<file path="src/core/pcs_consts.svh">
// Offsets, field positions and reset values of the clock switch block.
// Assumes inclusion by bare name from files under core/.
`ifndef PCS_CONSTS_SVH
`define PCS_CONSTS_SVH
`define PCS_OFF_CTRL          8'h00
`define PCS_OFF_CLOCK_DIVIDER_REG        8'h04
`define PCS_OFF_FBDIV         8'h08
`define PCS_OFF_POSTDIV       8'h0C
`define PCS_OFF_CONFIG        8'h10
`define PCS_OFF_VCO           8'h14
`define PCS_OFF_OUT           8'h18
`define PCS_CTRL_REQ_BIT      0
`define PCS_CTRL_NEW_LSB      8
`define PCS_CTRL_NEW_MSB      10
`define PCS_CTRL_CUR_LSB      12
`define PCS_CLOCK_DIVIDER_REG_PRE_LSB    0
`define PCS_CLOCK_DIVIDER_REG_PRE_MSB    3
`define PCS_FBDIV_LSB         0
`define PCS_FBDIV_MSB         7
`define PCS_POST_FIRST_LSB    4
`define PCS_POST_FIRST_MSB    6
`define PCS_POST_SECOND_LSB   0
`define PCS_POST_SECOND_MSB   2
`define PCS_CFG_SRC_LSB       0
`define PCS_CFG_KIND_LSB      4
`define PCS_CFG_SWEN_BIT      8
`define PCS_RST_PRESCALE      4'h1
`define PCS_RST_FEEDBACK      8'h32
`define PCS_RST_POST1         3'h1
`define PCS_RST_POST2         3'h1
`define PCS_DIV_LAST          5'h1F
`endif

</file>
<file path="src/core/pcs_pkg.sv">
// Types shared by the clock switch block and its two helpers.
// Assumes nothing beyond a SystemVerilog compiler.
`default_nettype none
package pcs_pkg;
    typedef enum logic [2:0] {
        PCS_SRC_FAST_RC         = 3'b000,
        PCS_SRC_FAST_RC_MULT    = 3'b001,
        PCS_SRC_PRIMARY         = 3'b010,
        PCS_SRC_PRIMARY_MULT    = 3'b011,
        PCS_SRC_RESERVED        = 3'b100,
        PCS_SRC_LOW_POWER_RC    = 3'b101,
        PCS_SRC_BACKUP_RC       = 3'b110,
        PCS_SRC_FAST_RC_DIVIDED = 3'b111
    } pcs_source_type;
    typedef enum logic [1:0] {
        PCS_HO_RUN         = 2'b00,
        PCS_HO_WAIT_STABLE = 2'b01,
        PCS_HO_WAIT_OLD    = 2'b10,
        PCS_HO_WAIT_NEW    = 2'b11
    } pcs_handover_type;
    typedef enum logic [1:0] {
        PCS_CALC_START = 2'b00,
        PCS_CALC_VCO   = 2'b01,
        PCS_CALC_OUT   = 2'b10
    } pcs_calc_type;
    typedef struct packed {
        logic        busy;
        logic        done;
        logic [4:0]  count;
        logic [31:0] quot;
        logic [16:0] rem;
    } pcs_div_state_type;
    typedef struct packed {
        pcs_handover_type phase;
        logic [2:0]       cur;
        logic [2:0]       target;
        logic             tick;
        logic             done;
    } pcs_ho_state_type;
endpackage
`default_nettype wire

</file>
<file path="src/core/pcs_clock_switch.sv">
// Oscillator source switch and frequency multiplier control, APB slave.
// Assumes synchronous source ticks and configuration straps steady at reset.
//
// Notes on behaviour
// - VCO frequency equals input frequency times feedback divide over prescale.
// - Output frequency further divides VCO frequency by both post-divide values.
// - Switch requests act only when configuration enables switching.
// - Firmware writes new source and request bit in one write; hardware clears it when done.
// - Source codes decode to fast RC, multiplied, primary, low-power and backup.
// - Primary kind selects external clock, crystal or high-speed crystal.
// - An erased device starts from fast RC followed by its divider.
`default_nettype none
`include "pcs_consts.svh"
module pcs_clock_switch (
    input  wire logic        clock_i,
    input  wire logic        rst_i,
    input  wire logic        psel_i,
    input  wire logic        penable_i,
    input  wire logic        pwrite_i,
    input  wire logic [7:0]  paddr_i,
    input  wire logic [31:0] pwdata_i,
    output logic      [31:0] prdata_o,
    output logic             pready_o,
    output logic             pslverr_o,
    input  wire logic [2:0]  cfg_startup_source_i,
    input  wire logic [1:0]  cfg_primary_kind_i,
    input  wire logic        cfg_switch_enable_i,
    input  wire logic [15:0] multiplier_input_frequency_i,
    input  wire logic [7:0]  source_stable_i,
    input  wire logic [7:0]  source_tick_i,
    output logic             sys_tick_o,
    output logic      [2:0]  active_source_o,
    output logic      [7:0]  source_enable_o,
    output logic             multiplier_on_o,
    output logic             primary_on_o,
    output logic      [1:0]  primary_kind_o,
    output logic      [3:0]  input_prescale_o,
    output logic      [7:0]  feedback_divide_o,
    output logic      [2:0]  first_post_divide_o,
    output logic      [2:0]  second_post_divide_o,
    output logic      [31:0] vco_frequency_o,
    output logic      [31:0] multiplier_output_frequency_o
);
    typedef struct packed {
        logic [2:0]            new_source;
        logic                  req;
        logic                  ho_start;
        logic [3:0]            prescale;
        logic [7:0]            feedback;
        logic [2:0]            post1;
        logic [2:0]            post2;
        logic [2:0]            cfg_source;
        logic [1:0]            cfg_kind;
        logic                  cfg_switch_en;
        pcs_pkg::pcs_calc_type calc;
        logic                  div_start;
        logic [31:0]           div_dividend;
        logic [15:0]           div_divisor;
        logic [31:0]           vco_freq;
        logic [31:0]           out_freq;
        logic                  pready;
        logic                  pslverr;
        logic [31:0]           prdata;
        logic                  multiplier_on;
        logic                  primary_on;
        logic [1:0]            primary_kind;
        logic [7:0]            source_enable;
    } pcs_top_state_type;

    pcs_top_state_type s;
    pcs_top_state_type next_s;
    logic [2:0]        ho_active;
    logic              ho_tick;
    logic              ho_done;
    logic [31:0]       div_quot;
    logic              div_done;
    logic              access;
    logic              taken;
    logic              wr_ctrl_go;
    logic              mapped;
    logic [31:0]       rd;
    logic [31:0]       div_result;

    ////////////////////////////////////////////////////////////////////////
    pcs_divider u_divider (
        .clock_i    (clock_i),
        .rst_i      (rst_i),
        .start_i    (s.div_start),
        .dividend_i (s.div_dividend),
        .divisor_i  (s.div_divisor),
        .quotient_o (div_quot),
        .done_o     (div_done)
    );

    pcs_handover u_handover (
        .clock_i          (clock_i),
        .rst_i            (rst_i),
        .startup_source_i (cfg_startup_source_i),
        .start_i          (s.ho_start),
        .target_i         (s.new_source),
        .source_stable_i  (source_stable_i),
        .source_tick_i    (source_tick_i),
        .active_source_o  (ho_active),
        .tick_o           (ho_tick),
        .done_o           (ho_done)
    );

    ////////////////////////////////////////////////////////////////////////
    always_comb begin
        next_s = s;
        access = psel_i && penable_i;
        taken  = access && s.pready;
        wr_ctrl_go = taken && pwrite_i && (paddr_i == `PCS_OFF_CTRL)
                     && pwdata_i[`PCS_CTRL_REQ_BIT];
        // A zero divisor yields zero rather than an all-ones quotient.
        div_result = (s.div_divisor == 16'h0000) ? 32'h00000000 : div_quot;
        mapped = 1'b1;
        rd     = 32'h00000000;
        unique case (paddr_i)
            `PCS_OFF_CTRL: begin
                rd = (32'(ho_active) << `PCS_CTRL_CUR_LSB)
                   | (32'(s.new_source) << `PCS_CTRL_NEW_LSB)
                   | (32'(s.req) << `PCS_CTRL_REQ_BIT);
            end
            `PCS_OFF_CLOCK_DIVIDER_REG: begin
                rd = 32'(s.prescale) << `PCS_CLOCK_DIVIDER_REG_PRE_LSB;
            end
            `PCS_OFF_FBDIV: begin
                rd = 32'(s.feedback) << `PCS_FBDIV_LSB;
            end
            `PCS_OFF_POSTDIV: begin
                rd = (32'(s.post1) << `PCS_POST_FIRST_LSB)
                   | (32'(s.post2) << `PCS_POST_SECOND_LSB);
            end
            `PCS_OFF_CONFIG: begin
                rd = (32'(s.cfg_source) << `PCS_CFG_SRC_LSB)
                   | (32'(s.cfg_kind) << `PCS_CFG_KIND_LSB)
                   | (32'(s.cfg_switch_en) << `PCS_CFG_SWEN_BIT);
            end
            `PCS_OFF_VCO: begin
                rd = s.vco_freq;
            end
            `PCS_OFF_OUT: begin
                rd = s.out_freq;
            end
            default: begin
                mapped = 1'b0;
            end
        endcase
        next_s.pready  = access && !s.pready;
        next_s.pslverr = access && !s.pready && !mapped;
        next_s.prdata  = (access && !s.pready && !pwrite_i) ? rd : 32'h0;
        if (taken && pwrite_i) begin
            unique case (paddr_i)
                `PCS_OFF_CTRL: begin
                    next_s.new_source =
                        pwdata_i[`PCS_CTRL_NEW_MSB:`PCS_CTRL_NEW_LSB];
                end
                `PCS_OFF_CLOCK_DIVIDER_REG: begin
                    next_s.prescale =
                        pwdata_i[`PCS_CLOCK_DIVIDER_REG_PRE_MSB:`PCS_CLOCK_DIVIDER_REG_PRE_LSB];
                end
                `PCS_OFF_FBDIV: begin
                    next_s.feedback = pwdata_i[`PCS_FBDIV_MSB:`PCS_FBDIV_LSB];
                end
                `PCS_OFF_POSTDIV: begin
                    next_s.post1 =
                        pwdata_i[`PCS_POST_FIRST_MSB:`PCS_POST_FIRST_LSB];
                    next_s.post2 =
                        pwdata_i[`PCS_POST_SECOND_MSB:`PCS_POST_SECOND_LSB];
                end
                default: begin
                end
            endcase
        end
        ////////////////////////////////////////////////////////////////////
        next_s.ho_start = 1'b0;
        if (ho_done) begin
            next_s.req = 1'b0;
        end
        // A fresh request in the completion cycle wins over the clear.
        // Reserved targets are dropped so the system never loses its clock.
        if (wr_ctrl_go && s.cfg_switch_en && (!s.req || ho_done)
            && (pwdata_i[`PCS_CTRL_NEW_MSB:`PCS_CTRL_NEW_LSB]
                != pcs_pkg::PCS_SRC_RESERVED)) begin
            next_s.req      = 1'b1;
            next_s.ho_start = 1'b1;
        end
        ////////////////////////////////////////////////////////////////////
        next_s.div_start = 1'b0;
        unique case (s.calc)
            pcs_pkg::PCS_CALC_START: begin
                next_s.div_dividend = 32'(multiplier_input_frequency_i)
                                      * 32'(s.feedback);
                next_s.div_divisor  = 16'(s.prescale);
                next_s.div_start    = 1'b1;
                next_s.calc         = pcs_pkg::PCS_CALC_VCO;
            end
            pcs_pkg::PCS_CALC_VCO: begin
                if (div_done) begin
                    next_s.vco_freq     = div_result;
                    next_s.div_dividend = div_result;
                    next_s.div_divisor  = 16'(s.post1)
                                          * 16'(s.post2);
                    next_s.div_start    = 1'b1;
                    next_s.calc         = pcs_pkg::PCS_CALC_OUT;
                end
            end
            pcs_pkg::PCS_CALC_OUT: begin
                if (div_done) begin
                    next_s.out_freq = div_result;
                    next_s.calc     = pcs_pkg::PCS_CALC_START;
                end
            end
            default: begin
                next_s.calc = pcs_pkg::PCS_CALC_START;
            end
        endcase
        ////////////////////////////////////////////////////////////////////
        next_s.multiplier_on = (ho_active == pcs_pkg::PCS_SRC_FAST_RC_MULT)
            || (ho_active == pcs_pkg::PCS_SRC_PRIMARY_MULT);
        next_s.primary_on = (ho_active == pcs_pkg::PCS_SRC_PRIMARY)
            || (ho_active == pcs_pkg::PCS_SRC_PRIMARY_MULT);
        next_s.primary_kind  = s.cfg_kind;
        next_s.source_enable = 8'h01 << ho_active;
        if (rst_i) begin
            next_s = '0;
            // Straps are taken by this clocked reset, erased reads all ones.
            next_s.cfg_source    = cfg_startup_source_i;
            next_s.cfg_kind      = cfg_primary_kind_i;
            next_s.cfg_switch_en = cfg_switch_enable_i;
            next_s.new_source    = cfg_startup_source_i;
            next_s.prescale      = `PCS_RST_PRESCALE;
            next_s.feedback      = `PCS_RST_FEEDBACK;
            next_s.post1         = `PCS_RST_POST1;
            next_s.post2         = `PCS_RST_POST2;
        end
    end

    always_ff @(posedge clock_i) begin
        s <= next_s;
    end

    ////////////////////////////////////////////////////////////////////////
    assign prdata_o             = s.prdata;
    assign pready_o             = s.pready;
    assign pslverr_o            = s.pslverr;
    assign sys_tick_o           = ho_tick;
    assign active_source_o      = ho_active;
    assign source_enable_o      = s.source_enable;
    assign multiplier_on_o      = s.multiplier_on;
    assign primary_on_o         = s.primary_on;
    assign primary_kind_o       = s.primary_kind;
    // Dividers reach the multiplier live; firmware leaves it first.
    assign input_prescale_o     = s.prescale;
    assign feedback_divide_o    = s.feedback;
    assign first_post_divide_o  = s.post1;
    assign second_post_divide_o = s.post2;
    assign vco_frequency_o      = s.vco_freq;
    assign multiplier_output_frequency_o = s.out_freq;
endmodule // pcs_clock_switch
`default_nettype wire

</file>
<file path="src/core/pcs_divider.sv">
// Sequential restoring divider, one quotient bit per clock.
// Assumes operands stay steady from start until done.
`default_nettype none
`include "pcs_consts.svh"
module pcs_divider (
    input  wire logic        clock_i,
    input  wire logic        rst_i,
    input  wire logic        start_i,
    input  wire logic [31:0] dividend_i,
    input  wire logic [15:0] divisor_i,
    output logic      [31:0] quotient_o,
    output logic             done_o
);
    pcs_pkg::pcs_div_state_type s;
    pcs_pkg::pcs_div_state_type next_s;
    logic [16:0]                shifted;

    always_comb begin
        next_s  = s;
        shifted = {s.rem[15:0], s.quot[31]};
        next_s.done = 1'b0;
        if (s.busy) begin
            next_s.quot = {s.quot[30:0], 1'b0};
            if (shifted >= {1'b0, divisor_i}) begin
                next_s.rem     = shifted - {1'b0, divisor_i};
                next_s.quot[0] = 1'b1;
            end else begin
                next_s.rem = shifted;
            end
            next_s.count = s.count + 5'h01;
            if (s.count == `PCS_DIV_LAST) begin
                next_s.busy = 1'b0;
                next_s.done = 1'b1;
            end
        end else if (start_i) begin
            next_s.busy  = 1'b1;
            next_s.count = 5'h00;
            next_s.quot  = dividend_i;
            next_s.rem   = 17'h00000;
        end
        if (rst_i) begin
            next_s = '0;
        end
    end

    always_ff @(posedge clock_i) begin
        s <= next_s;
    end

    assign quotient_o = s.quot;
    assign done_o     = s.done;
endmodule // pcs_divider
`default_nettype wire

</file>
<file path="src/core/pcs_handover.sv">
// Hands the system tick from one oscillator source to another.
// Assumes one-cycle tick pulses per source and level stable flags.
`default_nettype none
module pcs_handover (
    input  wire logic       clock_i,
    input  wire logic       rst_i,
    input  wire logic [2:0] startup_source_i,
    input  wire logic       start_i,
    input  wire logic [2:0] target_i,
    input  wire logic [7:0] source_stable_i,
    input  wire logic [7:0] source_tick_i,
    output logic      [2:0] active_source_o,
    output logic            tick_o,
    output logic            done_o
);
    pcs_pkg::pcs_ho_state_type s;
    pcs_pkg::pcs_ho_state_type next_s;

    always_comb begin
        next_s      = s;
        next_s.done = 1'b0;
        next_s.tick = 1'b0;
        unique case (s.phase)
            pcs_pkg::PCS_HO_RUN: begin
                next_s.tick = source_tick_i[s.cur];
                if (start_i) begin
                    next_s.target = target_i;
                    next_s.phase  = pcs_pkg::PCS_HO_WAIT_STABLE;
                end
            end
            pcs_pkg::PCS_HO_WAIT_STABLE: begin
                // The old source keeps the system running meanwhile.
                next_s.tick = source_tick_i[s.cur];
                if (source_stable_i[s.target]) begin
                    next_s.phase = pcs_pkg::PCS_HO_WAIT_OLD;
                end
            end
            pcs_pkg::PCS_HO_WAIT_OLD: begin
                next_s.tick = source_tick_i[s.cur];
                if (source_tick_i[s.cur]) begin
                    next_s.phase = pcs_pkg::PCS_HO_WAIT_NEW;
                end
            end
            pcs_pkg::PCS_HO_WAIT_NEW: begin
                // Whole pulses only: gated until a full new pulse.
                // A new tick right after the old one would shorten the
                // period, so at least one quiet cycle comes first.
                if (source_tick_i[s.target] && !s.tick) begin
                    next_s.cur   = s.target;
                    next_s.tick  = 1'b1;
                    next_s.done  = 1'b1;
                    next_s.phase = pcs_pkg::PCS_HO_RUN;
                end
            end
        endcase
        if (rst_i) begin
            next_s        = '0;
            next_s.cur    = startup_source_i;
            next_s.target = startup_source_i;
        end
    end

    always_ff @(posedge clock_i) begin
        s <= next_s;
    end

    assign active_source_o = s.cur;
    assign tick_o          = s.tick;
    assign done_o          = s.done;
endmodule // pcs_handover
`default_nettype wire

</file>
<file path="config.mk">
export PLATFORM = sky130hd
export DESIGN_NAME = pcs_clock_switch
export DESIGN_NICKNAME = d
export VERILOG_FILES = /design/src/core/pcs_pkg.sv /design/src/core/pcs_clock_switch.sv /design/src/core/pcs_divider.sv /design/src/core/pcs_handover.sv
export VERILOG_INCLUDE_DIRS = /design/src /design/src/core
export SDC_FILE = /design/constraint.sdc
export NUM_CORES = 1
export LEC_CHECK = 0
export BUFFER_PORTS_ARGS = -buffer_cell sky130_fd_sc_hd__buf_2
export CAP_MARGIN = 15
export CORE_MARGIN = 4
export CORE_UTILIZATION = 30
export DETAILED_ROUTE_END_ITERATION = 12
export PLACE_DENSITY = 0.57
export SLEW_MARGIN = 0
export SYNTH_ARGS = -nofsm -noshare
export SYNTH_HDL_FRONTEND = slang
export SYNTH_SLANG_ARGS = --single-unit
</file>
<file path="constraint.sdc">
create_clock -name clock_i -period 5.97 [get_ports clock_i]
set_clock_uncertainty 0.15 [all_clocks]
set_input_delay 0.2985 -clock clock_i [delete_from_list [all_inputs] [get_ports clock_i]]
set_output_delay 0.2985 -clock clock_i [all_outputs]
set_load 0.05 [all_outputs]
</file>
## Word-level counts from Yosys, hierarchy flattened

Cells that the tools add are included.

- Flip-flop bits (word level): 255
- Output and inout bits: 132
- Word-level logic and storage cells: 165

- Add/sub/neg operators: 2
- Multiply operators: 2
- $lt $le $gt $ge: 3
- Eq/ne operators: 22
- Shifts and indexed selects: 1
- Mux-type cells: 45
- Bitwise logic cells: 8
- Reductions and logical operators: 49

Operators with widths:

| operator | count |
|---|---|
| $pmux W32 S7 | 1 |
| $mux W190 | 1 |
| $mux W32 | 5 |
| $mux W54 | 2 |
| $pmux W49 S2 | 1 |
| $mux W83 | 1 |
| $eq A8 B5 Y1 const B | 3 |
| $mul A16 B8 Y24 | 1 |
| $reduce_and A2 Y1 | 10 |
| $mux W18 | 1 |
| $reduce_bool A2 Y1 | 9 |
| $ge A17 B16 Y1 | 1 |
| $mux W17 | 1 |
| $sub A17 B16 Y17 | 1 |
| $eq A8 B4 Y1 const B | 2 |
| $logic_not A16 Y1 | 1 |
| $mux W8 | 2 |
| $mux W3 | 5 |
| $or A15 B1 Y15 | 1 |
| $or A15 B11 Y15 | 1 |
| $mux W2 | 7 |
| $logic_and A1 B1 Y1 | 12 |
| $ne A2 B1 Y1 const B | 5 |
| $bmux W1 S3 | 3 |
| other kinds (31) | 55 |

## Longest topological paths before layout

Gate-level depths: netlist of run 1.

- Depth after elaboration: 10
- Gate-level depth with buffers: 18

## Hierarchy

From an unflattened synthesis of run 1, not the netlist that was laid out.

- Cell total of the unflattened synthesis: 1863
- Area total of the unflattened synthesis: 16045.4 sq um

By module, submodules not included:

| module | times used | cells each | area each (sq um) | sequential area each (sq um) |
|---|---|---|---|---|
| pcs_clock_switch | 1 | 1376 | 11915.2 | 3693.5 |
| pcs_divider | 1 | 420 | 3422.0 | 1101.1 |
| pcs_handover | 1 | 67 | 708.2 | 260.2 |

## Least setup slack after synthesis of run 1

OpenSTA, ideal clock, no wires.

- Path kind: flip-flop to flip-flop
- From: register s, in the netlist feedback_divide_o[3]
- To: register s[149] (netlist name)
- Library setup time: 127 ps
- Arrival time: 4711 ps
- Data required time: 5693 ps
- Path slack: 982 ps
- Cell stages (with the launch flop): 18
- Cell sequence: dfxtp_1 clkbuf_1 and2_1 fa_1 fa_1 fa_1 inv_1 fa_1 inv_1 ha_1 and2_4 buf_6 a221o_1 a221oi_2 and2_1 buf_6 nor4_1 or3_1

- Cells in the longest elaborated chain, start to end: 2

RTL lines:

| item | RTL line | source |
|---|---|---|
| start: declaration | pcs_clock_switch.sv:70 | `pcs_top_state_type s;` |
| start signal: assignment | pcs_clock_switch.sv:241 | `s <= next_s;` |
| $mul A16 B8 Y24 | pcs_clock_switch.sv:194 | `* 32'(s.feedback);` |
| $pmux W49 S2 | pcs_clock_switch.sv:191 | `unique case (s.calc)` |

No other way between the ends.
A chain may end at the register's enable or synchronous reset.

## Final worst setup path of run 1

- From: register s, in the netlist feedback_divide_o[7]
- To: register s[149] (netlist name)

The elaborated chain is that of the path after synthesis.

==> impl_metrics.csv, run 1 <==
group,metric,value,unit
layout,drive_gt1_share,16.1,%
run_status,outcome,"finished clean",
global_route,grt_antenna_before_repair,0,
timing,period_needed,5.46,ns
cts,cts_buffers,30,
cts,post_cts_buffers,0,
die,start_util,30.5,%
critical_path,worstPathArrival,5.75,ns
logic_synthesis,syn-cell-area,15400,um^2
min_path,hold_class,"in2reg",
die,die-area,55000,um^2
placement,port-buffer-count,193,
routing,vias,12600,
logic_synthesis,synthCells,1772,
die,die_y,235,um
cts,cts.sinks,245,
logic_synthesis,synth_seq_area_share,32.8,%
global_route,grt_pass1_vias,12400,
routing,viasPerCell,5.00,
placement,dp_hpwl,31500,um
critical_path,rrSetupSlack,0.51,ns
routing,wire_per_inst,17.1,um
layout,diodes,0,
cts,cts.clk_slew.worst_paths,0.06,ns
critical_path,cp_data_required_time,6.26,ns
global_route,grt_use_total,15.2,%
logic_synthesis,ys.flop_type,"dfxtp_1",
critical_path,critPathKind,"reg2reg",
timing,finalSetupViolCount,0,
power,p_leak,7.49,nW
timing,finalSetupTns,0,ns
power,p_comb_share,18.4,%
global_route,gr-total-overflow,0,
logic_synthesis,synth_cell_type_count,72,
global_route,grt_max_degree,84,
cts,cts_resized,0,
layout,finalNetCount,2052,
critical_path,path_max_fanout,19,
timing,slew_headroom,41.2,%
routing,drt_wl_total,43100,um
logic_synthesis,synth_edf_count,15,
power,cell_internal_pwr,3.14,mW
power,ir_drop,244,uV
power,p_sw_share,29.2,%
logic_synthesis,syn_area_per_cell,8.69,um^2
layout,final_common_cell,"dfxtp_1",
placement,pre_cts_slack,0.589,ns
timing,fin_ws,0.513,ns
logic_synthesis,syn_nets,2003,
timing,fin_crit_sh,91.4,%
job,drv_cap,0,
layout,syn2layout_area_growth,12.4,%
timing,maxSlewViolCount,0,
cts,clock-root-buffer,"clkbuf_16",
power,power.density,257,nW/um^2
timing,worst_pin_slew,0.882,ns
cts,cts_buffer_depth,3,
timing,finalHoldViolations,0,
routing,ant_nets,0,
routing,drc,0,
layout,layout_common_cells,"228 x dfxtp_1, 192 x buf_2, 166 x nor2_1, 160 x nand2_1, 134 x a21oi_1",
logic_synthesis,synth_warnings,0,
logic_synthesis,async_reset_ff_share,0,%
die,die_w,235,um
global_route,grt_pass1_wl,67600,um
cts,clk-insertion-delay-late,0.57,ns
critical_path,cp-end-kind,"flip-flop",
cts,htree_levels,1,
cts,cts_tree,"done",
routing,drt_pass1_iterations,5,
die,core-area,50500,um^2
routing,drt-initial-drc-count,844,
power,p_sw,1.30,mW
die,rows,82,
die,io_pins,215,
cts,holdBufCountCts,23,
placement,gp_congestion,0.839,
power,p_seq_share,39.8,%
timing,rsz0062_at_grt,"no",
power,p_clk_share,41.9,%
critical_path,critPathLaunchType,"flip-flop",
timing,fmax,183,MHz
logic_synthesis,ys_ff_latch,245,
cells in the mapped netlist (6+ instances only):
library cell / number / area, um^2
mux2i_1: 48 / 480
nand2b_1: 9 / 56.3
buf_4: 127 / 953
nand3b_1: 8 / 60.1
a31oi_1: 12 / 75.1
nor2_1: 168 / 631
a222oi_1: 11 / 110
a22o_1: 9 / 78.8
dfxtp_1: 230 / 4600
xor2_1: 6 / 52.6
buf_1: 16 / 60.1
ha_1: 61 / 763
and2_1: 118 / 738
edfxtp_1: 15 / 450
nand2_1: 161 / 604
a221oi_1: 7 / 61.3
a21oi_1: 135 / 676
nor4_1: 9 / 56.3
a211oi_1: 13 / 97.6
inv_1: 130 / 488
mux4_2: 7 / 158
a22oi_1: 61 / 458
xnor2_1: 8 / 70.1
nand3_1: 66 / 330
and3_1: 9 / 56.3
o21ai_0: 42 / 210
nor2b_1: 14 / 87.6
clkbuf_1: 73 / 274
nand4_1: 6 / 37.5
nor3_1: 15 / 75.1
a21o_1: 10 / 75.1
fa_1: 87 / 1740
through the flow:
stage          hold slack [ns]  std cells  total power [mW]  utilization [%]  area [um^2]
2_1_floorplan            0.247       1772              2.44                -        15400
5_1_grt                  0.116       2516              4.67             34.3        17300
3_5_place_dp             0.298       2437              2.60             31.8        16000
4_1_cts                 0.0750       2515              4.49             34.2        17300
6_report                 0.109       2516              4.44             34.3        17300
3_3_place_gp             0.289       2437              2.60             31.8        16000
layer usage:
metal | up-vias | track usage (%) | wire length [um]
met4 | 0 | 3.97 | 976
met5 | - | 0 | 0
met3 | 54 | 2.72 | 2930
li1 | 5995 | - | -
met1 | 6163 | 19.9 | 19200
met2 | 363 | 25.9 | 20100
state kept, by name (all words and copies together), names as in the netlist, 4 cells and up:
name                           flops
multiplier_output_frequency_o     32
s                                 52
prdata_o                          32
vco_frequency_o                   32
input_prescale_o                   4
source_enable_o                    8
u_divider.s                       22
u_divider.quotient_o              32
u_handover.s                       5
feedback_divide_o                  8
path summary, 6_finish.rpt:
check,cells past startpoint,start,to
hold reg to reg,2,s[156],s[156]
setup reg to reg,14,feedback_divide_o[7],s[149]
setup / recovery,14,feedback_divide_o[7],s[149]
hold / removal,3,paddr_i[3],pslverr_o
kinds of logic (layout without fill, tap and decap cells):
family | Yosys count | after routing | share of synthesized area (%)
and+or+nand+nor | 606 | 606 | 18.9
buffers and inverters | 353 | 425 | 12.0
AOI/OAI and AO/OA | 346 | 346 | 14.6
DFF | 245 | 245 | 32.8
adders and majority gates | 148 | 148 | 16.3
muxes | 60 | 60 | 4.51
xor gates and xnor gates | 14 | 14 | 0.797
critical path: stages (launching register included):
cell	delay, ns
dfxtp_1	0.83
and2_1	0.24
fa_1	0.43
fa_1	0.47
fa_1	0.49
inv_1	0.05
fa_1	0.47
inv_1	0.04
ha_1	0.34
and2_4	0.21
a221o_1	0.38
a221oi_2	0.42
and2_1	0.32
nor4_1	0.09
or3_1	0.38
power by group through the flow:
stage          Combinational (mW)  Sequential (mW)  Clock [mW]
3_3_place_gp                0.795             1.80           0
5_1_grt                     0.923             1.77        1.97
3_5_place_dp                0.801             1.80           0
6_report                    0.816             1.77        1.86
2_1_floorplan               0.649             1.79           0
4_1_cts                     0.817             1.77        1.90
layout make-up:
type | count | area [um^2]
tap | 672 | 841
fill | 5291 | 33200
clock inverter | 17 | 200
sequential | 245 | 5060
clock buffer | 38 | 811
inverter | 130 | 488
multi-input combinational | 1174 | 8520
timing repair buffer | 240 | 1380
Note: power is estimated with default switching activity, not from simulation.
==> run 2: changes to the inputs <==
--- a/config.mk
+++ b/config.mk
@@ -6,6 +6,7 @@
 export SDC_FILE = /design/constraint.sdc
 export NUM_CORES = 1
 export LEC_CHECK = 0
+export ABC_AREA = 1
 export BUFFER_PORTS_ARGS = -buffer_cell sky130_fd_sc_hd__buf_2
 export CAP_MARGIN = 15
 export CORE_MARGIN = 4
==> run 2 against run 1 <==
Effect of this change:
- global-route usage is essentially flat
- worst hold slack lost 0.092 ns
- first-iteration DRC count grew 5.5%
- critical endpoint is now s[145]
- wire length grew 3.8%
- combinational power grew 46%
- die area grew 5.2%
- via count grew 12%
- sequential power is essentially flat
- design area grew 2.6%
- synthesized cell count grew 28%
==> impl_metrics.csv, run 2 <==
group,metric,value,unit
global_route,grt_pass1_vias,14000,
logic_synthesis,ys_ff_latch,245,
cts,cts.clk_slew.worst_paths,0.06,ns
timing,period_needed,5.01,ns
logic_synthesis,synth_top_area_share,28.4,%
die,die_w,240,um
routing,drc,0,
logic_synthesis,synth_area_leader_cell,"dfxtp_1",
logic_synthesis,synth_fa_ha_area_share,15.4,%
routing,drt_pass1_iterations,7,
die,io_pins,215,
timing,finalSetupTns,0,ns
logic_synthesis,ys.flop_type,"dfxtp_1",
layout,largest_reg_flops,52,
die,start_util,30.5,%
logic_synthesis,synth_compound_area_share,10.2,%
power,power.density,254,nW/um^2
cts,clock-root-buffer,"clkbuf_16",
routing,viasPerCell,4.72,
timing,maxSlewViolCount,0,
routing,drt_wl_total,44800,um
cts,cts_tree,"done",
job,drv_cap,0,
timing,worst_pin_slew,0.984,ns
cts,clk-insertion-delay-late,0.52,ns
layout,diodes,0,
layout,layout_common_cells,"626 x nand2_1, 372 x inv_1, 230 x dfxtp_1, 192 x buf_2, 156 x nand3_1",
logic_synthesis,synth_seq_area_share,31.2,%
logic_synthesis,synth_edf_count,15,
placement,place_inst,2930,
die,core-area,53100,um^2
logic_synthesis,syn_nets,2497,
timing,fin_crit_sh,83.9,%
logic_synthesis,syn_area_per_cell,7.16,um^2
global_route,grt_pass1_wl,72700,um
layout,finalNetCount,2520,
timing,finalSetupViolCount,0,
critical_path,critPathLaunchType,"flip-flop",
power,p_leak,9.15,nW
global_route,gr-total-overflow,0,
routing,vias,14100,
min_path,hold_class,"in2reg",
placement,post_dp_cell_area,16700,um^2
power,ir_drop,176,uV
timing,slew_headroom,34.2,%
logic_synthesis,synth-simple-area-share,25.0,%
placement,gp_congestion,0.857,
critical_path,path_max_fanout,19,
critical_path,crit_chain,"nand2_1 -> fa_1 -> fa_1 -> inv_1 -> fa_1 -> inv_1 -> fa_1 -> inv_1 -> ha_1 -> nand2_1 -> nor2_1 -> inv_1 -> nor3_1 -> nand2_1 -> nand3b_1 -> nand3_1 -> a21oi_1",
routing,wire_per_inst,15.0,um
logic_synthesis,muxShareOfSynthArea,0,%
layout,postLayoutCellArea,17700,um^2
critical_path,slowest_stage,"dfxtp_1",
logic_synthesis,synth_warnings,0,
timing,fmax,200,MHz
placement,dp_hpwl,33700,um
cts,cts.sinks,245,
logic_synthesis,synth.most_common_cell,"nand2_1",
layout,syn2layout_area_growth,9.47,%
cts,htree_levels,1,
die,die-area,57800,um^2
layout,top_register,"s",
routing,ant_nets,0,
cts,cts_buffer_depth,3,
placement,port-buffer-count,193,
cts,cts_resized,0,
cts,cts_buffers,24,
timing,rsz0062_at_grt,"no",
critical_path,max_stage_delay,0.92,ns
critical_path,critPathKind,"reg2reg",
logic_synthesis,netlist_top_cells_count,"626 x nand2_1, 373 x inv_1, 230 x dfxtp_1",
logic_synthesis,synth_cell_type_count,51,
logic_synthesis,synth_area_leaders,"dfxtp_1 28%, nand2_1 14%, fa_1 11%",
timing,finalHoldViolations,0,
placement,pre_cts_slack,1.04,ns
routing,drt-initial-drc-count,890,
logic_synthesis,async_reset_ff_share,0,%
logic_synthesis,synth_xor_xnor_area_share,0.540,%
logic_synthesis,synth_top_family_by_area,"simple AND/OR/NAND/NOR gates",
layout,stdcell_count,2993,
critical_path,worstPathArrival,5.31,ns
layout,final_common_cell,"nand2_1",
global_route,grt_antenna_before_repair,2,
die,die_y,240,um
logic_synthesis,synthCells,2266,
logic_synthesis,syn-cell-area,16200,um^2
global_route,grt_max_degree,66,
layout,fin_util,33.4,%
run_status,outcome,"finished clean",
timing,fin_ws,0.959,ns
critical_path,cp_data_required_time,6.26,ns
layout,drive_gt1_share,13.6,%
die,rows,84,
critical_path,cp-end-kind,"flip-flop",
cts,post_cts_buffers,0,
global_route,grt_use_total,15.2,%
-- run 2: final cells by class --
cell class | count | area, um^2
Fill cell | 5623 | 35300
Multi-Input combinational cell | 1405 | 8300
Sequential cell | 245 | 5050
Inverter | 386 | 1450
Timing Repair Buffer | 227 | 1280
Tap cell | 688 | 861
Clock buffer | 34 | 729
Clock inverter | 8 | 76.3
-- run 2: cells by family (layout without fill, tap and decap cells) --
| logic type | Yosys count | after routing |
|---|---|---|
| adders and majority gates | 148 | 148 |
| DFF | 245 | 245 |
| AOI/OAI and AO/OA | 296 | 296 |
| and+or+nand+nor | 951 | 951 |
| buffers and inverters | 616 | 655 |
| xor gates and xnor gates | 10 | 10 |
-- run 2: metrics by stage --
step,power [mW],hold slack [ns]
finish,4.51,0.0171
detailed placement,2.99,0.295
floorplan,2.74,0.247
CTS,4.55,0.000806
global route,4.79,0.0120
global placement,2.97,0.290
-- run 2: critical path: cells and delay by family (launching register included) --
| family | cells | cell delay [ns] |
|---|---|---|
| fa+ha+maj | 5 | 2.38 |
| simple gates | 7 | 1.06 |
| flops | 1 | 0.92 |
| buf+inv | 4 | 0.22 |
| compound gates | 1 | 0.19 |
-- run 2: path summary, 6_finish.rpt --
check	start	to	slack, ns	cells past startpoint
worst max register to register	feedback_divide_o[2]	s[145]	0.96	17
worst min register to register	u_divider.s[15]	u_divider.s[15]	0.31	2
worst max-delay path	feedback_divide_o[2]	s[145]	0.96	17
worst min-delay path	psel_i	pready_o	0.02	5
-- run 2: what timing repair did --
item                       4_1_cts  5_1_grt
setup endpoints to repair        0        0
hold buffers                    20        0
hold endpoints to repair        33        0
-- run 2: power by group --
part	leakage (nW)	total [mW]	switching (mW)	internal [mW]
registers	2.01	1.78	0.0526	1.72
clock network	0.392	1.54	0.649	0.895
logic	6.75	1.19	0.778	0.413
-- run 2: layer usage --
| metal | vias up | GRT usage, % | share of wire, % |
|---|---|---|---|
| li1 | 6947 | - | - |
| met1 | 6774 | 20.0 | 45 |
| met2 | 341 | 26.6 | 48 |
| met3 | 55 | 1.88 | 5.6 |
| met4 | 4 | 3.67 | 1.5 |
| met5 | - | 0 | 0.076 |
==> run 3: changes to the inputs <==
--- a/config.mk
+++ b/config.mk
@@ -12,7 +12,7 @@
 export CORE_MARGIN = 4
 export CORE_UTILIZATION = 30
 export DETAILED_ROUTE_END_ITERATION = 12
-export PLACE_DENSITY = 0.57
+export PLACE_DENSITY = 0.59
 export SLEW_MARGIN = 0
 export SYNTH_ARGS = -nofsm -noshare
 export SYNTH_HDL_FRONTEND = slang
==> constraint.sdc (replaced) <==
create_clock -name clock_i -period 4.07 [get_ports clock_i]
set_clock_uncertainty 0.15 [all_clocks]
set_input_delay 0.2035 -clock clock_i [delete_from_list [all_inputs] [get_ports clock_i]]
set_output_delay 0.2035 -clock clock_i [all_outputs]
set_load 0.05 [all_outputs]
==> run 3 against run 2 <==
Effect of this change:
- the run now ends with negative setup slack left
- combinational power up 87%
- highest routed layer unchanged
- power up 58%
- critical path depth up 3
- clock power up 50%
- maximum frequency up 21%
- register-to-register slack worse by 1.0 ns
- design area up 7.2%
- wire length up 4.2%
- via count up 2.3%
- global-route usage up 0.34 points
- core utilization up 2.4 points
- non-clock buffer count up 90
==> impl_metrics.csv, run 3 (synthesized netlist as in run 2, its figures left out) <==
group,metric,value,unit
cts,clk-insertion-delay-late,0.54,ns
routing,met3_length,3210,um
cts,cts_buffers,24,
cts,cts_tree,"done",
global_route,grt_use_total,15.5,%
routing,viasPerCell,4.68,
cts,cts.clk_slew.worst_paths,0.07,ns
cts,cts_buffer_depth,3,
routing,drt_wl_total,46700,um
die,die_y,240,um
critical_path,crit_buf_inv,6,
critical_path,critPathKind,"reg2reg",
layout,postLayoutCellArea,19000,um^2
critical_path,worstPathArrival,4.48,ns
job,drv_cap,0,
timing,rsz0062_at_grt,"yes",
timing,fmax,241,MHz
timing,slew_headroom,25.7,%
die,die_w,240,um
min_path,hold_end,"prdata_o[6]",
timing,fin_ws,-0.0720,ns
critical_path,path_max_fanout,7,
critical_path,path_common_cell,"inv_1",
power,power.density,375,nW/um^2
min_path,hold_class,"in2reg",
critical_path,slowest_stage,"fa_2",
routing,drc,0,
routing,top_layer,"met5",
layout,final_common_cell,"nand2_1",
die,core-area,53100,um^2
power,power,7.13,mW
min_path,worstHoldStart,"paddr_i[1]",
routing,vias,14400,
routing,wire_per_inst,15.1,um
timing,worst_pin_slew,1.11,ns
run_status,violations,"negative setup slack",
routing,drt-initial-drc-count,986,
die,rows,84,
critical_path,worstRegToRegCells,20,
global_route,grt_antenna_before_repair,3,
placement,pre_cts_slack,-0.460,ns
layout,layout_common_cells,"599 x nand2_1, 362 x inv_1, 223 x dfxtp_1, 192 x buf_2, 142 x nand3_1",
cts,htree_levels,1,
layout,fillCellCount,5576,
routing,ant_nets,0,
timing,finalSetupTns,-0.184,ns
layout,syn2layout_area_growth,17.3,%
critical_path,rrSetupSlack,-0.07,ns
timing,finalHoldViolations,0,
min_path,worstHoldPathCells,6,
cts,clock-root-buffer,"clkbuf_16",
routing,drt_pass1_iterations,5,
routing,dr_wl_met2,21900,um
layout,top_register,"s",
global_route,gr-total-overflow,0,
global_route,grt_pass1_wl,74400,um
routing,met1_length,20600,um
critical_path,cp_top_family,"adder cells",
layout,drive_gt1_share,21.0,%
critical_path,cp_data_required_time,4.40,ns
timing,period_needed,4.14,ns
run_status,outcome,"finished, violations left",
global_route,grt_pass1_vias,14000,
layout,finalNetCount,2610,
critical_path,max_stage_delay,0.58,ns
die,io_pins,215,
global_route,grt_max_degree,97,
timing,fin_crit_sh,102,%
placement,dp_hpwl,35300,um
die,die-area,57800,um^2
die,start_util,30.5,%
critical_path,crit_chain,"buf_6 -> nand2_1 -> inv_1 -> fa_2 -> fa_2 -> fa_1 -> inv_1 -> fa_1 -> inv_1 -> ha_4 -> nand2_2 -> inv_1 -> a21oi_2 -> buf_4 -> nor2_1 -> nor2_2 -> nand2_1 -> nand2_1 -> nand3_2 -> a21oi_2",
power,p_leak,9.67,nW
layout,seqCellArea,5080,um^2
layout,stdcell_count,3086,
timing,maxSlewViolCount,0,
placement,place_inst,3008,
layout,largest_reg_flops,52,
timing,finalSetupViolCount,6,
critical_path,cp-end-kind,"flip-flop",
critical_path,critPathLaunchType,"flip-flop",
placement,gp_congestion,0.893,
layout,multi_input_area,8790,um^2
critical_path,reg2reg_to,"s[142]",
layout,fin_util,35.8,%
placement,post_dp_cell_area,17400,um^2
timing,hold_slack,0.0496,ns
power,ir_drop,300,uV
critical_path,r2r_start,"feedback_divide_o[2]",
placement,port-buffer-count,193,
cts,cts.sinks,245,
run 3: cell types whose count changed in the layout (fill, tap and decap cells not counted), sizes merged:
cell | before | now
dlygate4sd3 | 20 | 28
clkinvlp | 3 | 2
inv | 387 | 386
buf | 207 | 289
diode | 0 | 1
clkinv | 3 | 7
run 3: area by class of cell:
cell class / instances / share of cell area, %
diodes: 1 / 0.0132
clock buffers: 34 / 3.79
clock inverters: 10 / 0.520
inverters: 386 / 7.62
multi-input cells: 1405 / 46.2
flip-flops and latches: 245 / 26.7
well taps: 688 / 4.53
repair buffers: 317 / 10.6
run 3: what timing repair did:
action                                  CTS  global route
endpoints found under the setup margin   18            18
pin swaps                                24            18
setup buffers                             3             2
gates resized for setup                  76            59
hold buffers                             28             0
endpoints found under the hold margin    48             0
run 3: routing by layer:
metal	vias to the layer above	track usage, %
met5	-	0
met4	4	3.69
met3	60	2.62
met2	385	26.6
met1	6863	20.5
li1	7133	-
run 3: report_power, final:
part	switching [mW]	internal (mW)	total (mW)
sequential	0.0784	2.52	2.60
clock	1.00	1.31	2.31
combinational	1.32	0.898	2.22
total	2.40	4.73	7.13
run 3: worst reg2reg max path, delay by kind of cell (launching register included):
kind | cells | cell delay [ns]
AND/OR/NAND/NOR | 7 | 0.53
AO/OA/AOI/OAI | 2 | 0.32
flip-flops | 1 | 0.38
buffers and inverters | 6 | 0.51
adder cells (fa/ha/maj) | 5 | 2.21
run 3: worst max path at each step:
| stage | start | to | slack [ns] | cells past startpoint |
|---|---|---|---|---|
| final | feedback_divide_o[2] | s[142] | -0.07 | 20 |
| after global routing | feedback_divide_o[5] | s[142] | -0.23 | 20 |
| after CTS | feedback_divide_o[4] | s[142] | -0.04 | 19 |
| after detailed placement | feedback_divide_o[3] | s[142] | -0.46 | 19 |
| after global placement | feedback_divide_o[3] | s[142] | -0.40 | 19 |
| after floorplan | feedback_divide_o[2] | s[137] | 0.00005 | 18 |
